`src/csw_pkg.sv`:
```
// constants and types of the chip-select and wait-state unit
// assumes an apb master and a processor bus on sys_clk
// Behaviour
// top region always ends at FFFFFh
// bottom region always starts at zero
// periph blocks 256 bytes; mid base, size programmable
// only top select live before configuration writes
// bottom on write; mid, periph need aux too
// top/bottom assert early with plain address
// mid/periph selects assert with address phase
// ready-ignore bit set means external ready ignored
// lower periph 0-15 waits, others 0-3
// two-bit wait field counts waits directly
// extra high wait bit for lower periph
// waits first, sample ready, extend, one more
// async ready rising edge synchronised, active high
// software keeps overlapping selects identically configured
// internal register block: zero waits, ready ignored
// address-phase-off applies to every overlapping access
// mid/periph wait logic stays in force always; code drops the upper periph pair's waits and ready-ignore in address mode
// hidden fifth periph kept; upper off in address mode
// mismatched overlaps may stall; not prevented
// periph over dram: row strobe, no column strobes
// software gives periph enough waits, 16-bit width
// periph block hides its span of dram
// io-space periph never overlaps memory selects
package csw_pkg;
   // ============================================
   // register indices (byte address is four times)
   localparam logic [7:0] IDX_TOP = 8'ha0;
   localparam logic [7:0] IDX_BOT = 8'ha2;
   localparam logic [7:0] IDX_PER = 8'ha4;
   localparam logic [7:0] IDX_MID = 8'ha6;
   localparam logic [7:0] IDX_AUX = 8'ha8;
   localparam logic [7:0] IDX_STAT = 8'haa;
   localparam logic [15:0] TOP_RST = 16'hf03b;
   localparam logic [15:0] CFG_RST = 16'h0000;
   // ============================================
   // field positions
   localparam int F_BND = 12;
   localparam int F_OFF = 7;
   localparam int F_DEN = 6;
   localparam int F_IGN = 2;
   localparam int F_HIW = 3;
   localparam int F_PBASE = 6;
   localparam int F_MBASE = 9;
   localparam int F_MSIZE = 8;
   localparam int F_EXT = 7;
   localparam int F_MEM = 6;
   localparam int N_PER = 7;
   localparam int PER_SHIFT = 8;
   localparam int MID_SHIFT = 13;
   // ============================================
   typedef enum logic [2:0] {
      ST_IDLE = 3'b000,
      ST_T1 = 3'b001,
      ST_T2 = 3'b010,
      ST_T3 = 3'b011,
      ST_TW = 3'b100,
      ST_WRDY = 3'b101,
      ST_T4 = 3'b110
   } csw_state_t;
   typedef struct packed {
      logic psel;
      logic penable;
      logic pwrite;
      logic [11:0] paddr;
      logic [31:0] pwdata;
      logic [3:0] pstrb;
   } csw_apb_t;
   typedef struct packed {
      logic start;
      logic io;
      logic internal_register_block;
      logic [19:0] addr;
   } csw_cyc_t;
   typedef struct packed {
      logic top_region_select_n;
      logic bottom_region_select_n;
      logic [3:0] mid_region_selects_n;
      logic [1:0] upper_periph_selects_n;
      logic [3:0] lower_periph_selects_n;
      logic row_strobe_n;
      logic upper_column_strobe_n;
      logic lower_column_strobe_n;
      logic address_phase_off;
   } csw_sel_t;
endpackage

```
`src/csw_unit.sv`:
```
// chip-select decode and wait-state sequencer with apb registers
// assumes bus cycle requests and apb come from sys_clk logic
//
// The APB slave port is this design's own decision.
`timescale 1ns/1ps
module csw_unit
   import csw_pkg::*;
(
   // clock and reset
   input wire logic sys_clk,
   input wire logic rst_n,
   // apb slave
   input csw_apb_t apb,
   output logic [31:0] prdata,
   output logic pready,
   output logic pslverr,
   // processor bus cycle
   input csw_cyc_t cyc,
   output logic cycle_busy,
   output logic cycle_done,
   // ready pins
   input wire logic async_ready_in,
   input wire logic sync_ready_in,
   // select pins
   output csw_sel_t sel
);
   // ============================================
   // state
   typedef struct packed {
      csw_state_t st;
      logic [3:0] wcnt;
      logic first;
      logic seen;
      logic ign;
      logic hit_top;
      logic hit_bot;
      logic [3:0] hit_mid;
      logic [N_PER-1:0] hit_per;
      logic dram;
      logic off;
      logic [1:0] a21;
      logic [15:0] top_region_cfg;
      logic [15:0] bottom_region_cfg;
      logic [15:0] periph_base_cfg;
      logic [15:0] mid_region_cfg;
      logic [15:0] mid_periph_aux_cfg;
      logic bot_en;
      logic mid_wr;
      logic aux_wr;
      logic per_wr;
      logic ar1;
      logic ar2;
      logic sr1;
      logic sr2;
      logic ack;
      logic [31:0] rdata;
      csw_sel_t sel;
   } csw_q_t;

   csw_q_t q;
   csw_q_t next_q;

   function automatic logic [15:0] merge(input logic [15:0] old,
                                         input logic [31:0] d,
                                         input logic [3:0] s);
      logic [15:0] r;
      r = old;
      if (s[0]) begin
         r[7:0] = d[7:0];
      end
      if (s[1]) begin
         r[15:8] = d[15:8];
      end
      return r;
   endfunction

   function automatic logic [2:0] hi_bit(input logic [6:0] v);
      logic [2:0] r;
      r = 3'h0;
      for (int i = 0; i < 7; i++) begin
         if (v[i]) begin
            r = 3'(i);
         end
      end
      return r;
   endfunction

   // ============================================
   // address decode
   logic [15:0] ucfg;
   logic [15:0] lcfg;
   logic [15:0] pcfg;
   logic [15:0] mcfg;
   logic [15:0] xcfg;
   logic mid_en;
   logic per_en;
   logic top_hit;
   logic bot_hit;
   logic [2:0] msz;
   logic [19:0] msize;
   logic [19:0] moff;
   logic mid_in;
   logic [1:0] mid_idx;
   logic [3:0] mid_hit;
   logic [19:0] poff;
   logic per_space;
   logic [N_PER-1:0] per_raw;
   logic [N_PER-1:0] per_hit;
   logic rdy;

   assign ucfg = q.top_region_cfg;
   assign lcfg = q.bottom_region_cfg;
   assign pcfg = q.periph_base_cfg;
   assign mcfg = q.mid_region_cfg;
   assign xcfg = q.mid_periph_aux_cfg;
   assign mid_en = q.mid_wr & q.aux_wr;
   assign per_en = q.per_wr & q.aux_wr;
   // top region runs to the last address, lower bound set
   assign top_hit = !cyc.io &&
      cyc.addr[19:16] >= {1'b1, ucfg[F_BND+:3]};
   assign bot_hit = q.bot_en && !cyc.io &&
      cyc.addr[19:16] <= {1'b0, lcfg[F_BND+:3]};
   assign msz = hi_bit(xcfg[F_MSIZE+:7]);
   assign msize = 20'h02000 << msz;
   assign moff = cyc.addr - {mcfg[F_MBASE+:7], 13'h0000};
   assign mid_in = mid_en && !cyc.io && moff < msize;
   assign mid_idx = 2'(moff >> (5'(msz) + 5'd11));
   assign mid_hit = mid_in ? (4'h1 << mid_idx) : 4'h0;
   assign poff = cyc.addr - {pcfg[F_PBASE+:10], 10'h000};
   // io-space periph compares only against io cycles
   assign per_space = cyc.io != xcfg[F_MEM];

   genvar gi;
   generate
      for (gi = 0; gi < N_PER; gi++) begin : g_per
         // fixed 256-byte block per select
         assign per_raw[gi] = per_en && per_space &&
            poff[19:PER_SHIFT] == 12'(gi);
      end
   endgenerate

   // upper pair idle while its pins carry latched A2-A1
   assign per_hit = {per_raw[6:5] & {2{xcfg[F_EXT]}},
                     per_raw[4:0]};
   assign rdy = q.ar2 | q.sr2;

   // ============================================
   // cycle configuration merge
   logic [3:0] ew;
   logic ei;
   logic dram_hit;
   logic off_hit;

   always_comb begin
      ew = 4'h0;
      ei = 1'b1;
      if (top_hit) begin
         ew = (ew > {2'b00, ucfg[1:0]}) ? ew : {2'b00, ucfg[1:0]};
         ei = ei & ucfg[F_IGN];
      end
      if (bot_hit) begin
         ew = (ew > {2'b00, lcfg[1:0]}) ? ew : {2'b00, lcfg[1:0]};
         // mismatched overlaps merge; a stall is left to software
         ei = ei & lcfg[F_IGN];
      end
      if (|mid_hit) begin
         // in force whether pins are selects or io
         ew = (ew > {2'b00, mcfg[1:0]}) ? ew : {2'b00, mcfg[1:0]};
         ei = ei & mcfg[F_IGN];
      end
      if (|per_hit[3:0]) begin
         // high bit adds twelve, so the field reaches fifteen
         ew = (ew > {{2{pcfg[F_HIW]}}, pcfg[1:0]}) ? ew :
              {{2{pcfg[F_HIW]}}, pcfg[1:0]};
         ei = ei & pcfg[F_IGN];
      end
      if (|per_hit[6:4]) begin
         ew = (ew > {2'b00, xcfg[1:0]}) ? ew : {2'b00, xcfg[1:0]};
         ei = ei & xcfg[F_IGN];
      end
      // internal block: zero waits, no external ready
      if (cyc.internal_register_block) begin
         ew = 4'h0;
         ei = 1'b1;
      end
      dram_hit = (top_hit & ucfg[F_DEN]) | (bot_hit & lcfg[F_DEN]);
      off_hit = (top_hit & ucfg[F_OFF]) | (bot_hit & lcfg[F_OFF]);
   end

   // ============================================
   // apb decode
   logic [7:0] idx;
   logic map_ok;
   logic acc;
   logic wr_fire;
   logic [31:0] rd_val;

   assign idx = apb.paddr[9:2];
   assign acc = apb.psel & apb.penable;
   assign wr_fire = acc & q.ack & apb.pwrite & map_ok;

   always_comb begin
      map_ok = 1'b1;
      rd_val = 32'h0;
      if (apb.paddr[11:10] != 2'b00 || apb.paddr[1:0] != 2'b00) begin
         map_ok = 1'b0;
      end else if (idx == IDX_TOP) begin
         rd_val = {16'h0, ucfg};
      end else if (idx == IDX_BOT) begin
         rd_val = {16'h0, lcfg};
      end else if (idx == IDX_PER) begin
         rd_val = {16'h0, pcfg};
      end else if (idx == IDX_MID) begin
         rd_val = {16'h0, mcfg};
      end else if (idx == IDX_AUX) begin
         rd_val = {16'h0, xcfg};
      end else if (idx == IDX_STAT) begin
         rd_val = {24'h0, q.ign, q.st, q.per_wr, q.aux_wr,
                   q.mid_wr, q.bot_en};
      end else begin
         map_ok = 1'b0;
      end
   end

   // ============================================
   // next state
   logic act;
   logic cas_on;

   always_comb begin
      next_q = q;
      act = 1'b0;
      cas_on = 1'b0;
      // ready pin synchronisers
      next_q.ar1 = async_ready_in;
      next_q.ar2 = q.ar1;
      next_q.sr1 = sync_ready_in;
      next_q.sr2 = q.sr1;
      // registers
      next_q.ack = acc & !q.ack;
      if (acc && !q.ack) begin
         next_q.rdata = rd_val;
      end
      if (wr_fire) begin
         if (idx == IDX_TOP) begin
            next_q.top_region_cfg = merge(ucfg, apb.pwdata, apb.pstrb);
         end else if (idx == IDX_BOT) begin
            next_q.bottom_region_cfg = merge(lcfg, apb.pwdata, apb.pstrb);
            next_q.bot_en = 1'b1;
         end else if (idx == IDX_PER) begin
            next_q.periph_base_cfg = merge(pcfg, apb.pwdata, apb.pstrb);
            next_q.per_wr = 1'b1;
         end else if (idx == IDX_MID) begin
            next_q.mid_region_cfg = merge(mcfg, apb.pwdata, apb.pstrb);
            next_q.mid_wr = 1'b1;
         end else if (idx == IDX_AUX) begin
            next_q.mid_periph_aux_cfg = merge(xcfg, apb.pwdata, apb.pstrb);
            next_q.aux_wr = 1'b1;
         end
      end
      // bus cycle sequencer
      case (q.st)
         ST_IDLE: begin
            if (cyc.start) begin
               next_q.st = ST_T1;
               next_q.wcnt = ew;
               next_q.ign = ei;
               next_q.seen = 1'b0;
               next_q.first = 1'b0;
               next_q.hit_top = top_hit;
               next_q.hit_bot = bot_hit;
               next_q.hit_mid = mid_hit;
               next_q.hit_per = per_hit;
               next_q.dram = dram_hit;
               next_q.off = off_hit;
               next_q.a21 = cyc.addr[2:1];
            end
         end
         ST_T1: begin
            next_q.st = ST_T2;
         end
         ST_T2: begin
            next_q.st = ST_T3;
         end
         ST_T3: begin
            // programmed waits always run before ready counts
            if (q.wcnt != 4'h0) begin
               next_q.st = ST_TW;
               next_q.first = 1'b1;
            end else if (q.ign || rdy) begin
               next_q.st = ST_T4;
            end else begin
               next_q.st = ST_WRDY;
            end
         end
         ST_TW: begin
            next_q.first = 1'b0;
            next_q.wcnt = q.wcnt - 4'h1;
            if (q.first) begin
               next_q.seen = rdy;
            end
            if (q.wcnt == 4'h1) begin
               if (q.ign || q.seen || (q.first && rdy)) begin
                  next_q.st = ST_T4;
               end else begin
                  next_q.st = ST_WRDY;
               end
            end
         end
         ST_WRDY: begin
            // ready seen: one more wait, then the final state
            if (rdy) begin
               next_q.st = ST_TW;
               next_q.wcnt = 4'h1;
               next_q.seen = 1'b1;
            end
         end
         ST_T4: begin
            next_q.st = ST_IDLE;
         end
         default: begin
            next_q.st = ST_IDLE;
         end
      endcase
      // select outputs
      act = next_q.st != ST_IDLE;
      cas_on = act && next_q.st != ST_T1;
      next_q.sel.top_region_select_n =
         !(act & next_q.hit_top & !ucfg[F_DEN]);
      next_q.sel.bottom_region_select_n =
         !(act & next_q.hit_bot & !lcfg[F_DEN]);
      next_q.sel.mid_region_selects_n =
         ~({4{act}} & next_q.hit_mid);
      next_q.sel.lower_periph_selects_n =
         ~({4{act}} & next_q.hit_per[3:0]);
      if (!xcfg[F_EXT]) begin
         next_q.sel.upper_periph_selects_n = next_q.a21;
      end else begin
         next_q.sel.upper_periph_selects_n =
            ~({2{act}} & next_q.hit_per[6:5]);
      end
      next_q.sel.row_strobe_n = !(act & next_q.dram);
      next_q.sel.upper_column_strobe_n =
         !(cas_on & next_q.dram & !(|next_q.hit_per));
      next_q.sel.lower_column_strobe_n =
         !(cas_on & next_q.dram & !(|next_q.hit_per));
      next_q.sel.address_phase_off = next_q.st == ST_T1 && next_q.off;
   end

   // ============================================
   // registers
   always_ff @(posedge sys_clk) begin
      if (!rst_n) begin
         q <= '0;
         q.st <= ST_IDLE;
         q.top_region_cfg <= TOP_RST;
         q.bottom_region_cfg <= CFG_RST;
         q.periph_base_cfg <= CFG_RST;
         q.mid_region_cfg <= CFG_RST;
         q.mid_periph_aux_cfg <= CFG_RST;
         q.sel <= '1;
         q.sel.address_phase_off <= 1'b0;
      end else begin
         q <= next_q;
      end
   end

   assign prdata = q.rdata;
   assign pready = q.ack;
   assign pslverr = q.ack & !map_ok;
   assign sel = q.sel;
   assign cycle_busy = q.st != ST_IDLE;
   assign cycle_done = q.st == ST_T4;
endmodule

```
`config.mk`:
```
export PLATFORM = sky130hd
export DESIGN_NAME = csw_unit
export DESIGN_NICKNAME = d
export VERILOG_FILES = /design/src/csw_pkg.sv /design/src/csw_unit.sv
export SDC_FILE = /design/constraint.sdc
export NUM_CORES = 1
export LEC_CHECK = 0
export BUFFER_PORTS_ARGS = -buffer_cell sky130_fd_sc_hd__buf_2
export CAP_MARGIN = 20
export CORE_ASPECT_RATIO = 1.4
export CORE_MARGIN = 3
export CORE_UTILIZATION = 45
export DETAILED_ROUTE_END_ITERATION = 10
export GPL_TIMING_DRIVEN = 1
export PLACE_DENSITY = 0.7
export SYNTH_ARGS = -nofsm -noshare
export SYNTH_HDL_FRONTEND = slang
export SYNTH_SLANG_ARGS = --single-unit
```
`constraint.sdc`:
```
create_clock -name sys_clk -period 11.7 [get_ports sys_clk]
set_input_delay 2.925 -clock sys_clk [delete_from_list [all_inputs] [get_ports sys_clk]]
set_output_delay 2.925 -clock sys_clk [all_outputs]
set_load 0.01 [all_outputs]
```
# After elaboration in Yosys (flattened, before gate mapping)
# Cells that the tools add are included.
# classes
mul	0
eq_ne	26
n_shift	3
mux	52
n_reduce_logical	62
n_bitwise	37
n_addsub	4
div_mod_pow	0
order_cmp	7
# ops
cell	count
$mux W16	6
$eq A8 B8 Y1 const B	6
$mux W4	10
$sub A20 B20 Y20	2
$eq A12 B3 Y1 const B	3
$mux W27	1
$eq A12 B2 Y1 const B	2
$and A1 B1 Y1	23
$lt A20 B20 Y1	1
$shl A14 B3 Y20 const A	1
$shr A20 B5 Y2	1
$mux W3	6
$pmux W3 S6	1
$reduce_and A6 Y1	3
$logic_and A1 B1 Y1	17
$mux W1	17
$mux W17	1
$reduce_and A4 Y1	4
$reduce_and A3 Y1	5
$reduce_and A5 Y1	3
$reduce_and A7 Y1	2
$eq A12 B1 Y1 const B	1
$gt A4 B2 Y1	3
$logic_not A12 Y1	1
34 further kinds	71
# totals
input_bits	78
mem_bits_ro	0
reg_bits	163
wordCells	231
mem_bits_rw	0
out_inout_bits	52
latch_bits	0
n_memories	0

# Depth between registers and ports, before layout
# Gate-level depths: netlist of run 1.
# depth
ltp_word	26
ltp_mapped	31
depth_no_buf	31

# Least setup slack after synthesis of run 1
# Ideal clock, no wire load.
# synth_path
kind	input-to-reg
start	input port cyc[13] (netlist name)
end	register q[157] (netlist name)
t_required_ns	11.626
path_stages	29
arrival_ns	7.336
setup_slack_ns	4.289
path_buffers	0
cell_sequence	inv_1 -> ha_1 -> inv_1 -> fa_1 -> a21o_1 -> a21oi_1 -> o21bai_1 -> a21oi_1 -> xnor2_1 -> ha_1 -> o211ai_1 -> a21oi_1 -> or2_2 -> mux2_2 -> inv_1 -> ha_1 -> nor2b_1 -> o21ai_0 -> and4_1 -> nand2_1 -> o21ai_0 -> ha_1 -> a21oi_1 -> a21oi_1 -> nor3_1 -> o211ai_1 -> o21ai_0 -> o211ai_1 -> a31oi_1
# synth_between
elab_chain_cells	15
word_cells_on_any_way	35
# synth_rtl
element	line_no	source
from (decl)	csw_unit.sv:18	input csw_cyc_t cyc,
$sub A20 B20 Y20	csw_unit.sv:125	assign moff = cyc.addr - {mcfg[F_MBASE+:7], 13'h0000};
$lt A20 B20 Y1 or $shr A20 B5 Y2 (tied branches)	csw_unit.sv:126, csw_unit.sv:127	
$logic_and A1 B1 Y1 or $shl A1 B2 Y4 (tied branches)	csw_unit.sv:126, csw_unit.sv:128	
$mux W4	csw_unit.sv:128	assign mid_hit = mid_in ? (4'h1 << mid_idx) : 4'h0;
$reduce_or A4 Y1	csw_unit.sv:166	if (|mid_hit) begin
$mux W4	csw_unit.sv:166	
$gt A4 B4 Y1	csw_unit.sv:173	ew = (ew > {{2{pcfg[F_HIW]}}, pcfg[1:0]}) ? ew :
$mux W4	csw_unit.sv:173	
$mux W4	csw_unit.sv:171	if (|per_hit[3:0]) begin
$gt A4 B2 Y1	csw_unit.sv:178	ew = (ew > {2'b00, xcfg[1:0]}) ? ew : {2'b00, xcfg[1:0]};
$mux W4	csw_unit.sv:178	
$mux W4 (*)	csw_unit.sv:177	if (|per_hit[6:4]) begin
$mux W4 (*)	csw_unit.sv:182	if (cyc.internal_register_block) begin
$mux W27 (*)	csw_unit.sv:264	if (cyc.start) begin
$pmux W4 S3 (*)	csw_unit.sv:262	case (q.st)
to (signal assigned)	csw_unit.sv:364	q <= next_q;
to (decl)	csw_unit.sv:60	csw_q_t q;
# Every way passes the cells marked *; elsewhere a longest branch is shown, timed or not. The select of a mux whose other input is x is not followed.
# A chain may end at the register's enable or synchronous reset.

# Worst setup path in the final report of run 1
# layout_path
start	input port cyc[16] (netlist name)
end	register q[157] (netlist name)
# layout_between
elab_chain_cells	18
word_cells_on_any_way	45
# layout_rtl
element	line_no
branches (longest 14 deep; another with $sub A20 B20 Y20)	n/a
$mux W4 (*)	csw_unit.sv:177
$mux W4 (*)	csw_unit.sv:182
$mux W27 (*)	csw_unit.sv:264
$pmux W4 S3 (*)	csw_unit.sv:262
# Every way passes the cells marked *. The select of a mux whose other input is x is not followed.

==> results of run 1 <==
[logic make-up (layout without fill, tap and decap cells)]
| group | after synthesis | count (layout) | synth area share |
|---|---|---|---|
| adder cells (fa/ha/maj) | 43 | 43 | 0.0662 |
| buffers and inverters | 132 | 173 | 0.0845 |
| XOR/XNOR | 7 | 7 | 0.00734 |
| multiplexers | 94 | 94 | 0.138 |
| AND/OR/NAND/NOR | 312 | 312 | 0.208 |
| AO/OA/AOI/OAI | 174 | 174 | 0.145 |
| other | 1 | 17 | 0.000449 |
| flip-flops | 146 | 146 | 0.350 |
[per-stage QoR]
step / setup slack (ns) / power [W] / cell area [µm²]
floorplan: 4.29 / 0.000606 / 8400
global placement: 3.52 / 0.000635 / 8660
detailed placement: 3.44 / 0.000636 / 8660
CTS: 3.84 / 0.00122 / 9300
global route: 3.21 / 0.00126 / 9310
finish: 3.79 / 0.00121 / 9310
[final cells by class]
class                   count  area, µm²
multi-input cells         646       4780
inverters                  48        180
well taps                 240        300
clock buffers              18        439
fillers                  1704       8760
clock inverters            13        201
diodes                      1       2.50
flip-flops and latches    146       2920
repair buffers             94        483
[routing by layer]
metal  part of all wire  up-vias  GRT usage  wire length, µm
met2               0.52      176      0.360            10300
met3              0.049       45     0.0385              974
li1                   -     3228          -                -
met5             0.0011        -          0               22
met1               0.40     3081      0.232             8030
met4              0.034        4     0.0947              681
[report_power, final]
| part | internal (W) | switching (W) | total, W |
|---|---|---|---|
| clock network | 0.000366 | 0.000224 | 0.000590 |
| logic | 0.0000473 | 0.0000689 | 0.000116 |
| registers | 0.000503 | 0.00000619 | 0.000509 |
[Yosys cell counts (6+ instances only)]
cell	count	area, µm²
ha_1	41	513
mux2i_1	68	681
dfxtp_1	146	2920
nor2_1	27	101
and2_1	23	144
a21o_1	6	45.0
a21oi_1	26	130
a21boi_0	11	82.6
o21ai_0	42	210
nand2b_1	6	37.5
nand2_1	93	349
nor3_1	8	40.0
buf_4	53	398
a22oi_1	17	128
o211ai_1	11	82.6
nor2b_1	85	532
mux2_2	10	113
o31ai_1	7	52.6
o21a_1	10	75.1
mux4_2	16	360
inv_1	48	180
clkbuf_1	24	90.1
nand3_1	22	110
[path summary, 6_finish.rpt]
kind | from | endpoint | slack (ns)
worst min register to register | next_q[51]$_SDFF_PN0_ | q[51]$_SDFF_PN0_ | 0.44
worst max-delay path | cyc[16] | q[157]$_SDFFE_PN0P_ | 3.79
worst max register to register | ucfg[12]$_SDFFE_PN1P_ | q[157]$_SDFFE_PN0P_ | 6.19
worst min-delay path | next_q[51]$_SDFF_PN0_ | q[51]$_SDFF_PN0_ | 0.44
[critical path, delay by kind of cell]
family	cells	cell delay (ns)
mux	1	0.36
buf+inv	2	0.23
fa+ha+maj	5	1.42
compound gates	14	1.67
simple gates	9	1.66
[sequential cells by signal, summed over array words and instances, names as in the netlist]
signal / count
lcfg: 16
mcfg: 16
next_q: 2
pcfg: 16
prdata: 16
pready: 1
q: 32
sel: 15
ucfg: 16
xcfg: 16
==> run summary, run 1 <==
Leaving out filler cells and counting taps, the final layout contains 1206. Using the TritonRoute via totals, the vias-per-cell ratio works out to 5.42. The run gives 108 µV as the worst voltage drop across the vdd grid.

For this run, the number of Yosys warnings is 0. For the final-stage net count, the log shows 1074. The cell count after synthesis came out at 909. Largest fanout of any net on the critical path: 8. The aggregate global-route resource usage came out at 0.203. The number of cells on the worst reg-to-reg path is 29. The remaining global-route overflow came out at 0. Setup repair after global routing left no endpoint under its margin. By instance count, the cell type seen most on the critical path is ha_1.

Count of pins over their slew limit: 0. For this design the ratio of total power to cell area is 131 nW/µm². The worst setup path is of the in2reg kind. The cell at the root of the clock tree is clkbuf_16. Summing over every cut layer, the via total after detailed routing is 6534. Final critical-path required period: 7.91 ns.

The logs give 2 for the worst-case clock buffer depth and 0 for the remaining antenna violation count. STA classifies the critical path endpoint as a flop. The post-detailed-route DRC marker count is 0.

Initial core utilization: 0.462. Summed over all failing endpoints, the final setup total negative slack is 0 ns. The library cells used most frequently in the layout, excluding fill and tap cells, are dfxtp_1 (146), nand2_1 (93), buf_2 (89).

The run finished with clean final reports. Setup violations remaining at the end of the flow were counted as 0. A synthesized cell averages 9.18 µm². The async set-reset flop share out of synthesis is 0. For this run, the leading register cell type out of synthesis is dfxtp_1. During I/O placement, the number of pins put on the boundary was 130.

In this run the post-CTS setup repair buffer count came out at 0. Between clock sinks in the finished design, the worst skew comes to 0.0121 ns. Total half-perimeter wirelength after legalization and detailed placement: 14.7 mm.

The share of post-route cells with drive strength above 1 was 0.187; the count of state elements after synthesis was 146. Clock-pin slew was measured on the worst setup and hold paths at 0.06 ns. The routability congestion estimate from global placement was 0.873; the die area was 20200 µm². The number of hold violations in the final report is 0. The share of the cycle needed by the critical path after routing works out to 0.676.

The hold buffer count at CTS was 0; the number of sinks on the clock net was 146. The core region is 18100 µm². The tightest min-delay check is of the reg2reg type. In this run the vertical extent of the chip is 167 µm. The max-capacitance violation count is 0. The final standard cell utilization of the core came out at 0.515. For the number of global-route vias before repair, the log shows 6498. Entering global routing, the biggest net connects 82 pins. The run gives 0.440 ns as the hold slack.

Based on the critical path, the design can be clocked at up to 0.126 GHz. The clock latency at the later pin of the worst-skew pair came out at 0.44 ns. The slowest stage of the critical path is the nor3b_2 cell. The number of placed instances, taps included, is 1174. The first detailed-routing pass took 5 iterations. After clock tree synthesis, the repair step resized 0 gates. The required time of the critical path is 12.06 ns. The count of standard-cell rows is 58.

For the global-route wire length before repair, the log shows 32.8 mm. The fraction of the yosys area taken by sequential cells is 0.350. The depth of the CTS H-tree came out at 4.

For the worst setup path, the data arrival time is 8.27 ns. TritonCTS built the clock tree. The slew at the pin with the worst max-slew slack works out to 0.854 ns. The tools report the netlist area before placement as 8350 µm².

The relative area change from synthesis to final layout came out at 11.5%. Yosys mapped the design onto 78 distinct sky130hd cell types. The cell depth of the worst hold path is 1, and the critical path's largest stage delay is 0.59 ns. Buffers inserted during clock tree synthesis total 17. The worst setup path is launched from a primary input. Measured along the x axis, the die boundary spans 121 µm. After detailed routing, the average wire length per cell comes to 16.6 µm. Leaving out fill and tap cells, the most frequent cell in the layout is dfxtp_1. After detailed routing, the total wire length is 20.0 mm.

The worst slew margin relative to its limit came out at 0.426. Buffers placed on the I/O ports in this run total 89. After the first detailed-routing iteration, the DRC count stood at 435. The tools report the initial antenna violation count as 3. Yosys mapped a number of flops with a built-in enable equal to 0. The analysis attributes to cell leakage a power of 3.72 nW.
Power figures use the tool's default switching activity.
==> inputs of run 2 (changes only) <==
--- a/config.mk
+++ b/config.mk
@@ -12,7 +12,7 @@
 export CORE_UTILIZATION = 45
 export DETAILED_ROUTE_END_ITERATION = 10
 export GPL_TIMING_DRIVEN = 1
-export PLACE_DENSITY = 0.7
+export PLACE_DENSITY = 0.72
 export SYNTH_ARGS = -nofsm -noshare
 export SYNTH_HDL_FRONTEND = slang
 export SYNTH_SLANG_ARGS = --single-unit
==> constraint.sdc (replaced) <==
create_clock -name sys_clk -period 7.2 [get_ports sys_clk]
set_input_delay 1.8 -clock sys_clk [delete_from_list [all_inputs] [get_ports sys_clk]]
set_output_delay 1.8 -clock sys_clk [all_outputs]
set_load 0.01 [all_outputs]
==> run summary, run 2 (same netlist as run 1, synthesis figures left out) <==
The register with the most flip-flops in the layout has 32 of them. The number of buffers created by CTS was 17. For the final database, setup skew stands at 0.00961 ns.

The die area was 20200 µm²; the hold buffer count at CTS was 0. The number of buffers and inverters on the critical path is 4. In this run the static leakage power is 3.68 nW.

The busiest metal layer after global routing is met2. The tools report the post-placement setup slack as 0.287 ns. The tools report the global routing met3 resource utilization as 0.0446. The final route contains 6626 vias. The flop-to-flop setup slack is 1.87 ns, and the relative area change from synthesis to final layout is 10.6%. The remaining antenna violation count came out at 0. VDD sags by at most 155 µV. The clock transition at the registers of the reported paths was 0.06 ns; the largest net degree at the start of global routing was 63. Setup violations remaining at the end of the flow were counted as 0. The first global-routing pass estimated 33.0 mm of wire.

For the total wirelength of the detailed-routed design, the log shows 20.4 mm. The vertical die dimension is 167 µm. The tools report the fraction of met1 tracks used by global routing as 0.234. The initial antenna violation count came out at 2. The run gives 0.361 as the met2 track demand over resource in global routing. The core region is 18100 µm².

After layout, the worst setup slack is 0.693 ns. Remaining global-route overflow: 0. The share of the cycle needed by the critical path after routing was 0.904. The number of buffers added for setup after CTS was 0; the filler cell count was 1679. The library cell used most frequently in the layout, excluding fill and tap cells, is dfxtp_1.

The number of hold violations in the final report was 0. The aggregate global-route resource usage was 0.204. Origin of the critical flop-to-flop path: mcfg[9]$_SDFFE_PN0P_. The clock latency at the later pin of the worst-skew pair is 0.43 ns, and the final total negative setup slack is 0 ns. Input and output buffers added on the ports amount to 89. STA classifies the critical path endpoint as a flop. After detailed routing, the number of vias per cell comes to 5.49.

Hold is met by 0.436 ns. q holds more flip-flops than any other register. The tools report the number of sinks on the clock net as 146. The critical path is of the in2reg type. Cell at the root of the clock tree: clkbuf_16. The first-pass detailed-route iteration total came out at 5.

For the max-capacitance violation count, the log shows 0. Summed over all nets, the switching power comes to 0.000505 W. For the depth of the CTS H-tree, the log shows 4. Based on the critical path, the design can be clocked at up to 0.154 GHz.

Dividing the detail-routed wire length by the instance count gives 16.9 µm. The switching share of power works out to 0.271. In this design, the stage delay of the slowest critical-path cell is 0.41 ns.

For the portion of total power attributed to combinational logic, the log shows 0.103. The cell family contributing the most delay on the critical path is compound AO/OA/AOI/OAI gates. The library cells used most frequently in the layout, excluding fill and tap cells, are dfxtp_1 (146), nand2_1 (93), buf_2 (89). Among all stages on the critical path, the largest delay is contributed by fa_1. The run gives 0.00135 W as the internal cell power. Routability-driven placement finished with a final weighted congestion of 0.910. First element of the critical path: cyc[13].

TritonCTS built the clock tree. Pin placement for this block handled 130 I/O pins. Counting along the longest clock path gives a buffer depth of 2.

After floorplanning, the core was divided into 58 placement rows. The run gives 0 as the number of gates given a new drive strength after cts. The final critical-path required period was 6.51 ns; the post-detailed-route DRC marker count was 0. In this run the worst path has a maximum fanout of 6. The flow ran to the end, and the final reports show no timing, DRC or antenna violations. The final standard cell utilization of the core is 0.511. The number of global-route vias before repair was 6542; the clock share of power was 0.453.

The tools report the required time of the critical path as 7.56 ns. Setup repair after global routing left no endpoint under its margin. The die is 121 µm wide. At the pin with the least slew margin, the transition time is 0.904 ns.

After layout, the design draws a total of 0.00186 W. Initial core utilization: 0.462. In this run, the number of DRC markers left after iteration 0 of detailed routing was 455.

The worst hold path begins at next_q[49]$_SDFF_PN0_. Data on the critical path arrives at its endpoint at 6.87 ns. The critical path launch point type is a primary input. The final-stage net count came out at 1075. The wire-length estimate of the detail-placed layout is 14.9 mm. The worst slew margin relative to its limit is 0.395, and the share of post-route cells with drive strength above 1 is 0.188. The min-delay analysis places its worst path in the category reg2reg. In this run the power density over the cells is 201 nW/µm². The tools report the count of pins over their slew limit as 0. The tools report the power share of the sequential group as 0.445.
==> run 2: changes by cell type in the layout (fill, tap and decap cells not counted), sizes merged <==
cell,previous run,this run
bufinv,4,0
buf,94,95
clkinvlp,0,2
clkinv,6,5
inv,51,55
==> run 2: layout make-up <==
type	instances	area, µm²	area share
diodes	1	2.50	0.000271
clock buffers	18	439	0.0476
clock inverters	14	121	0.0131
inverters	48	180	0.0195
multi-input cells	646	4780	0.517
flip-flops and latches	146	2920	0.317
well taps	240	300	0.0325
repair buffers	95	490	0.0531
==> run 2: per-layer routing <==
| layer | share of wire | routed length (µm) |
|---|---|---|
| met5 | 0.00064 | 13 |
| met4 | 0.033 | 678 |
| met3 | 0.051 | 1050 |
| met2 | 0.51 | 10400 |
| met1 | 0.41 | 8310 |
==> run 2: power groups by stage <==
stage	logic (W)	registers [W]	clock network (W)
3_5_place_dp	0.000188	0.000846	0
4_1_cts	0.000190	0.000828	0.000857
6_report	0.000191	0.000827	0.000842
5_1_grt	0.000212	0.000829	0.000894
2_1_floorplan	0.000145	0.000839	0
3_3_place_gp	0.000186	0.000845	0
==> run 2: stage by stage <==
stage,area (µm²),std cells
2_1_floorplan,8400,924
3_3_place_gp,8670,1175
3_5_place_dp,8670,1175
4_1_cts,9230,1207
5_1_grt,9230,1208
6_report,9230,1208
==> run 2: worst reg2reg max path, delay by kind of cell (launching register included) <==
family / cells / cell delay (ns)
compound gates: 12 / 1.70
fa+ha+maj: 5 / 1.35
simple gates: 7 / 1.28
flops: 1 / 0.35
mux: 1 / 0.31
xor+xnor: 1 / 0.16
buf+inv: 2 / 0.11
==> run 2: final timing paths <==
path                         endpoint  cells past startpoint
setup / recovery  q[157]$_SDFFE_PN0P_                     30
hold / removal       q[49]$_SDFF_PN0_                      1
setup reg to reg  q[157]$_SDFFE_PN0P_                     28
hold reg to reg      q[49]$_SDFF_PN0_                      1
==> inputs of run 3 (changes only) <==
--- a/config.mk
+++ b/config.mk
@@ -12,6 +12,7 @@
 export CORE_UTILIZATION = 45
 export DETAILED_ROUTE_END_ITERATION = 10
 export GPL_TIMING_DRIVEN = 1
+export MAX_ROUTING_LAYER = met4
 export PLACE_DENSITY = 0.72
 export SYNTH_ARGS = -nofsm -noshare
 export SYNTH_HDL_FRONTEND = slang
==> constraint.sdc (replaced) <==
create_clock -name sys_clk -period 5.95 [get_ports sys_clk]
set_input_delay 1.4875 -clock sys_clk [delete_from_list [all_inputs] [get_ports sys_clk]]
set_output_delay 1.4875 -clock sys_clk [all_outputs]
set_load 0.01 [all_outputs]
==> run summary, run 3 (same netlist as run 1, synthesis figures left out) <==
Across the routed clock network, the largest skew measured is 0.0109 ns. The worst setup path is captured at a flop. In this run the worst hold path is classified as reg2reg. The run gives 32.9 mm as the global-route wire length before repair. Based on the critical path, the design can be clocked at up to 0.170 GHz. Count of vias placed by the detailed router: 6744. From left edge to right edge, the die measures 121 µm. The worst setup path is launched from a primary input. In this run the tool buffered the top-level ports with 89 buffer cells.

For the power share of the sequential group, the log shows 0.423. The floorplan step defined a die boundary enclosing 20200 µm². After routing the design area is 9660 µm². In this run the power density over the cells is 245 nW/µm². Detailed placement ended at an HPWL of 15.1 mm. In this run the cell area measured after placement is 8880 µm². The share of post-route cells with drive strength above 1 is 0.236, and the final-stage net count is 1108.

The final layout contains routed wiring with a total length of 20.6 mm. The count of pins over their slew limit is 0, and the final number of setup-violating endpoints is 0. The tools report the required time of the critical path as 6.31 ns. The library cell contributing the largest single delay on the critical path was ha_1.

The critical path is of the in2reg type. The pre-antenna-repair detailed-routing pass consisted of 7 iterations. The clock period could shrink to 5.89 ns. The tools report the number of buffers created by CTS as 17. The setup check on the worst reg-to-reg path leaves a slack of 0.86 ns.

In this design, the stage delay of the slowest critical-path cell is 0.34 ns. Dividing the detail-routed wire length by the instance count gives 16.6 µm. The first routing iteration left 385 violations. TritonCTS built the clock tree. The post-detailed-route DRC marker count is 0, and the share of the cycle needed by the critical path after routing is 0.989.

The number of global-route vias before repair is 6487, and the sum of internal, switching and leakage power is 0.00236 W. The run gives 0.105 as the portion of total power attributed to combinational logic. The tools report the count of standard-cell rows as 58.

Across the run, the number of max-cap violations was 0. Setup repair after global routing could not meet its margin everywhere. The logs give 0.43 ns for the clock latency at the later pin of the worst-skew pair and 0.903 for the routability congestion estimate from global placement. The tools report the internal cell power as 0.00173 W.

The aggregate global-route resource usage is 0.210, and the static leakage is 3.89 nW. Entering global routing, the biggest net connects 53 pins. The switching share of power is 0.266, and the worst voltage drop across the vdd grid is 184 µV.

The clock transition at the registers of the reported paths is 0.06 ns. For the worst slew margin relative to its limit, the log shows 0.422. The flow ran to the end, and the final reports show no timing, DRC or antenna violations. No sink is reached through more buffers than the 2 on the longest clock path. Number of hold violations in the final report: 0. For this design the total switching power over the nets is 0.000630 W. The remaining global-route overflow is 0, and the core area is 18100 µm². The tree is rooted in a clkbuf_16. The tools report the number of sinks on the clock net as 146. Mean number of vias per cell: 5.43. The number of flip-flops in the largest register works out to 32.

STA puts the critical path data arrival time at 6.24 ns. The initial core utilization was 0.462. The clock share of power is 0.472, and the slew at the pin with the worst max-slew slack is 0.865 ns. The most common library cell in the layout ignoring fill and taps was dfxtp_1. The layout has 1646 filler cells. The final standard cell utilization of the core was 0.534.

Initial antenna violation count: 2. The top cell types in the final layout, fill and taps aside, are dfxtp_1 (146), nand2_1 (93), buf_2 (88). Compared with the post-synthesis result, the final layout area differs by 15.7%. On the final layout, the worst hold slack is 0.437 ns. Before CTS, the worst setup slack after placement is -0.392 ns. The register with the most flip-flops was q. CTS built an H-tree with a depth of 4. Along the worst path, the maximum fanout reaches 4. Remaining antenna violation count: 0.

The vertical die dimension is 167 µm, and the worst-case setup margin in the final layout is 0.0649 ns. During I/O placement, the number of pins put on the boundary was 130.
## run 3: changes by cell type in the layout (fill, tap and decap cells not counted), moves of 2 or more
| cell | previous run | this run |
|---|---|---|
| mux2_4 | 0 | 2 |
| bufinv_16 | 0 | 2 |
| o21ai_1 | 3 | 7 |
| inv_1 | 48 | 44 |
| buf_4 | 6 | 39 |
| o21ai_0 | 42 | 37 |
| ha_4 | 0 | 4 |
| inv_8 | 2 | 5 |
| clkinv_4 | 4 | 1 |
| a21oi_2 | 2 | 9 |
| mux2_2 | 10 | 8 |
| a21oi_1 | 26 | 19 |
| ha_1 | 41 | 37 |
| inv_2 | 0 | 3 |
## run 3: path summary, 6_finish.rpt
path,from,to,cells past startpoint
setup / recovery,cyc[16],q[158]$_SDFFE_PN0P_,31
hold / removal,next_q[51]$_SDFF_PN0_,q[51]$_SDFF_PN0_,1
setup reg to reg,ucfg[12]$_SDFFE_PN1P_,q[158]$_SDFFE_PN0P_,29
hold reg to reg,next_q[51]$_SDFF_PN0_,q[51]$_SDFF_PN0_,1
## run 3: timing repair
action,4_1_cts,5_1_grt
endpoints found under the setup margin,0,2
resized for setup,0,34
hold buffers,0,0
setup buffers,0,5
## run 3: power by group through the flow
stage / sequential, W / combinational [W] / clock [W]
after detailed placement: 0.00102 / 0.000238 / 0
final: 0.00100 / 0.000248 / 0.00112
after global routing: 0.00100 / 0.000276 / 0.00117
after floorplan: 0.00102 / 0.000176 / 0
after CTS: 0.00100 / 0.000240 / 0.00113
after global placement: 0.00102 / 0.000236 / 0
## run 3: cell type report
| cell class | instances | area [µm²] | share of cell area |
|---|---|---|---|
| Antenna cell | 2 | 5.00 | 0.000518 |
| Clock buffer | 17 | 425 | 0.0441 |
| Clock inverter | 15 | 184 | 0.0190 |
| Inverter | 48 | 185 | 0.0192 |
| Multi-Input combinational cell | 646 | 4890 | 0.506 |
| Sequential cell | 146 | 2920 | 0.303 |
| Tap cell | 240 | 300 | 0.0311 |
| Timing Repair Buffer | 128 | 748 | 0.0775 |
## run 3: routing by layer
metal	global-route usage	wire length, µm	vias up
met4	0.108	822	0
met5	-	0	-
met3	0.0331	850	49
met1	0.242	8500	3192
met2	0.352	10400	201
li1	-	-	3302
## run 3: critical path: cells and delay by family
kind | cells | cell delay [ns]
adder cells (fa/ha/maj) | 5 | 1.43
AND/OR/NAND/NOR | 9 | 1.20
multiplexers | 1 | 0.33
AO/OA/AOI/OAI | 14 | 1.66
buffers and inverters | 2 | 0.12
## run 3: stage by stage
| stage | TNS (ns) | std cells |
|---|---|---|
| 2_1_floorplan | 0 | 924 |
| 5_1_grt | -0.468 | 1242 |
| 6_report | 0 | 1242 |
| 3_5_place_dp | -0.782 | 1203 |
| 4_1_cts | 0 | 1235 |
| 3_3_place_gp | -0.587 | 1203 |
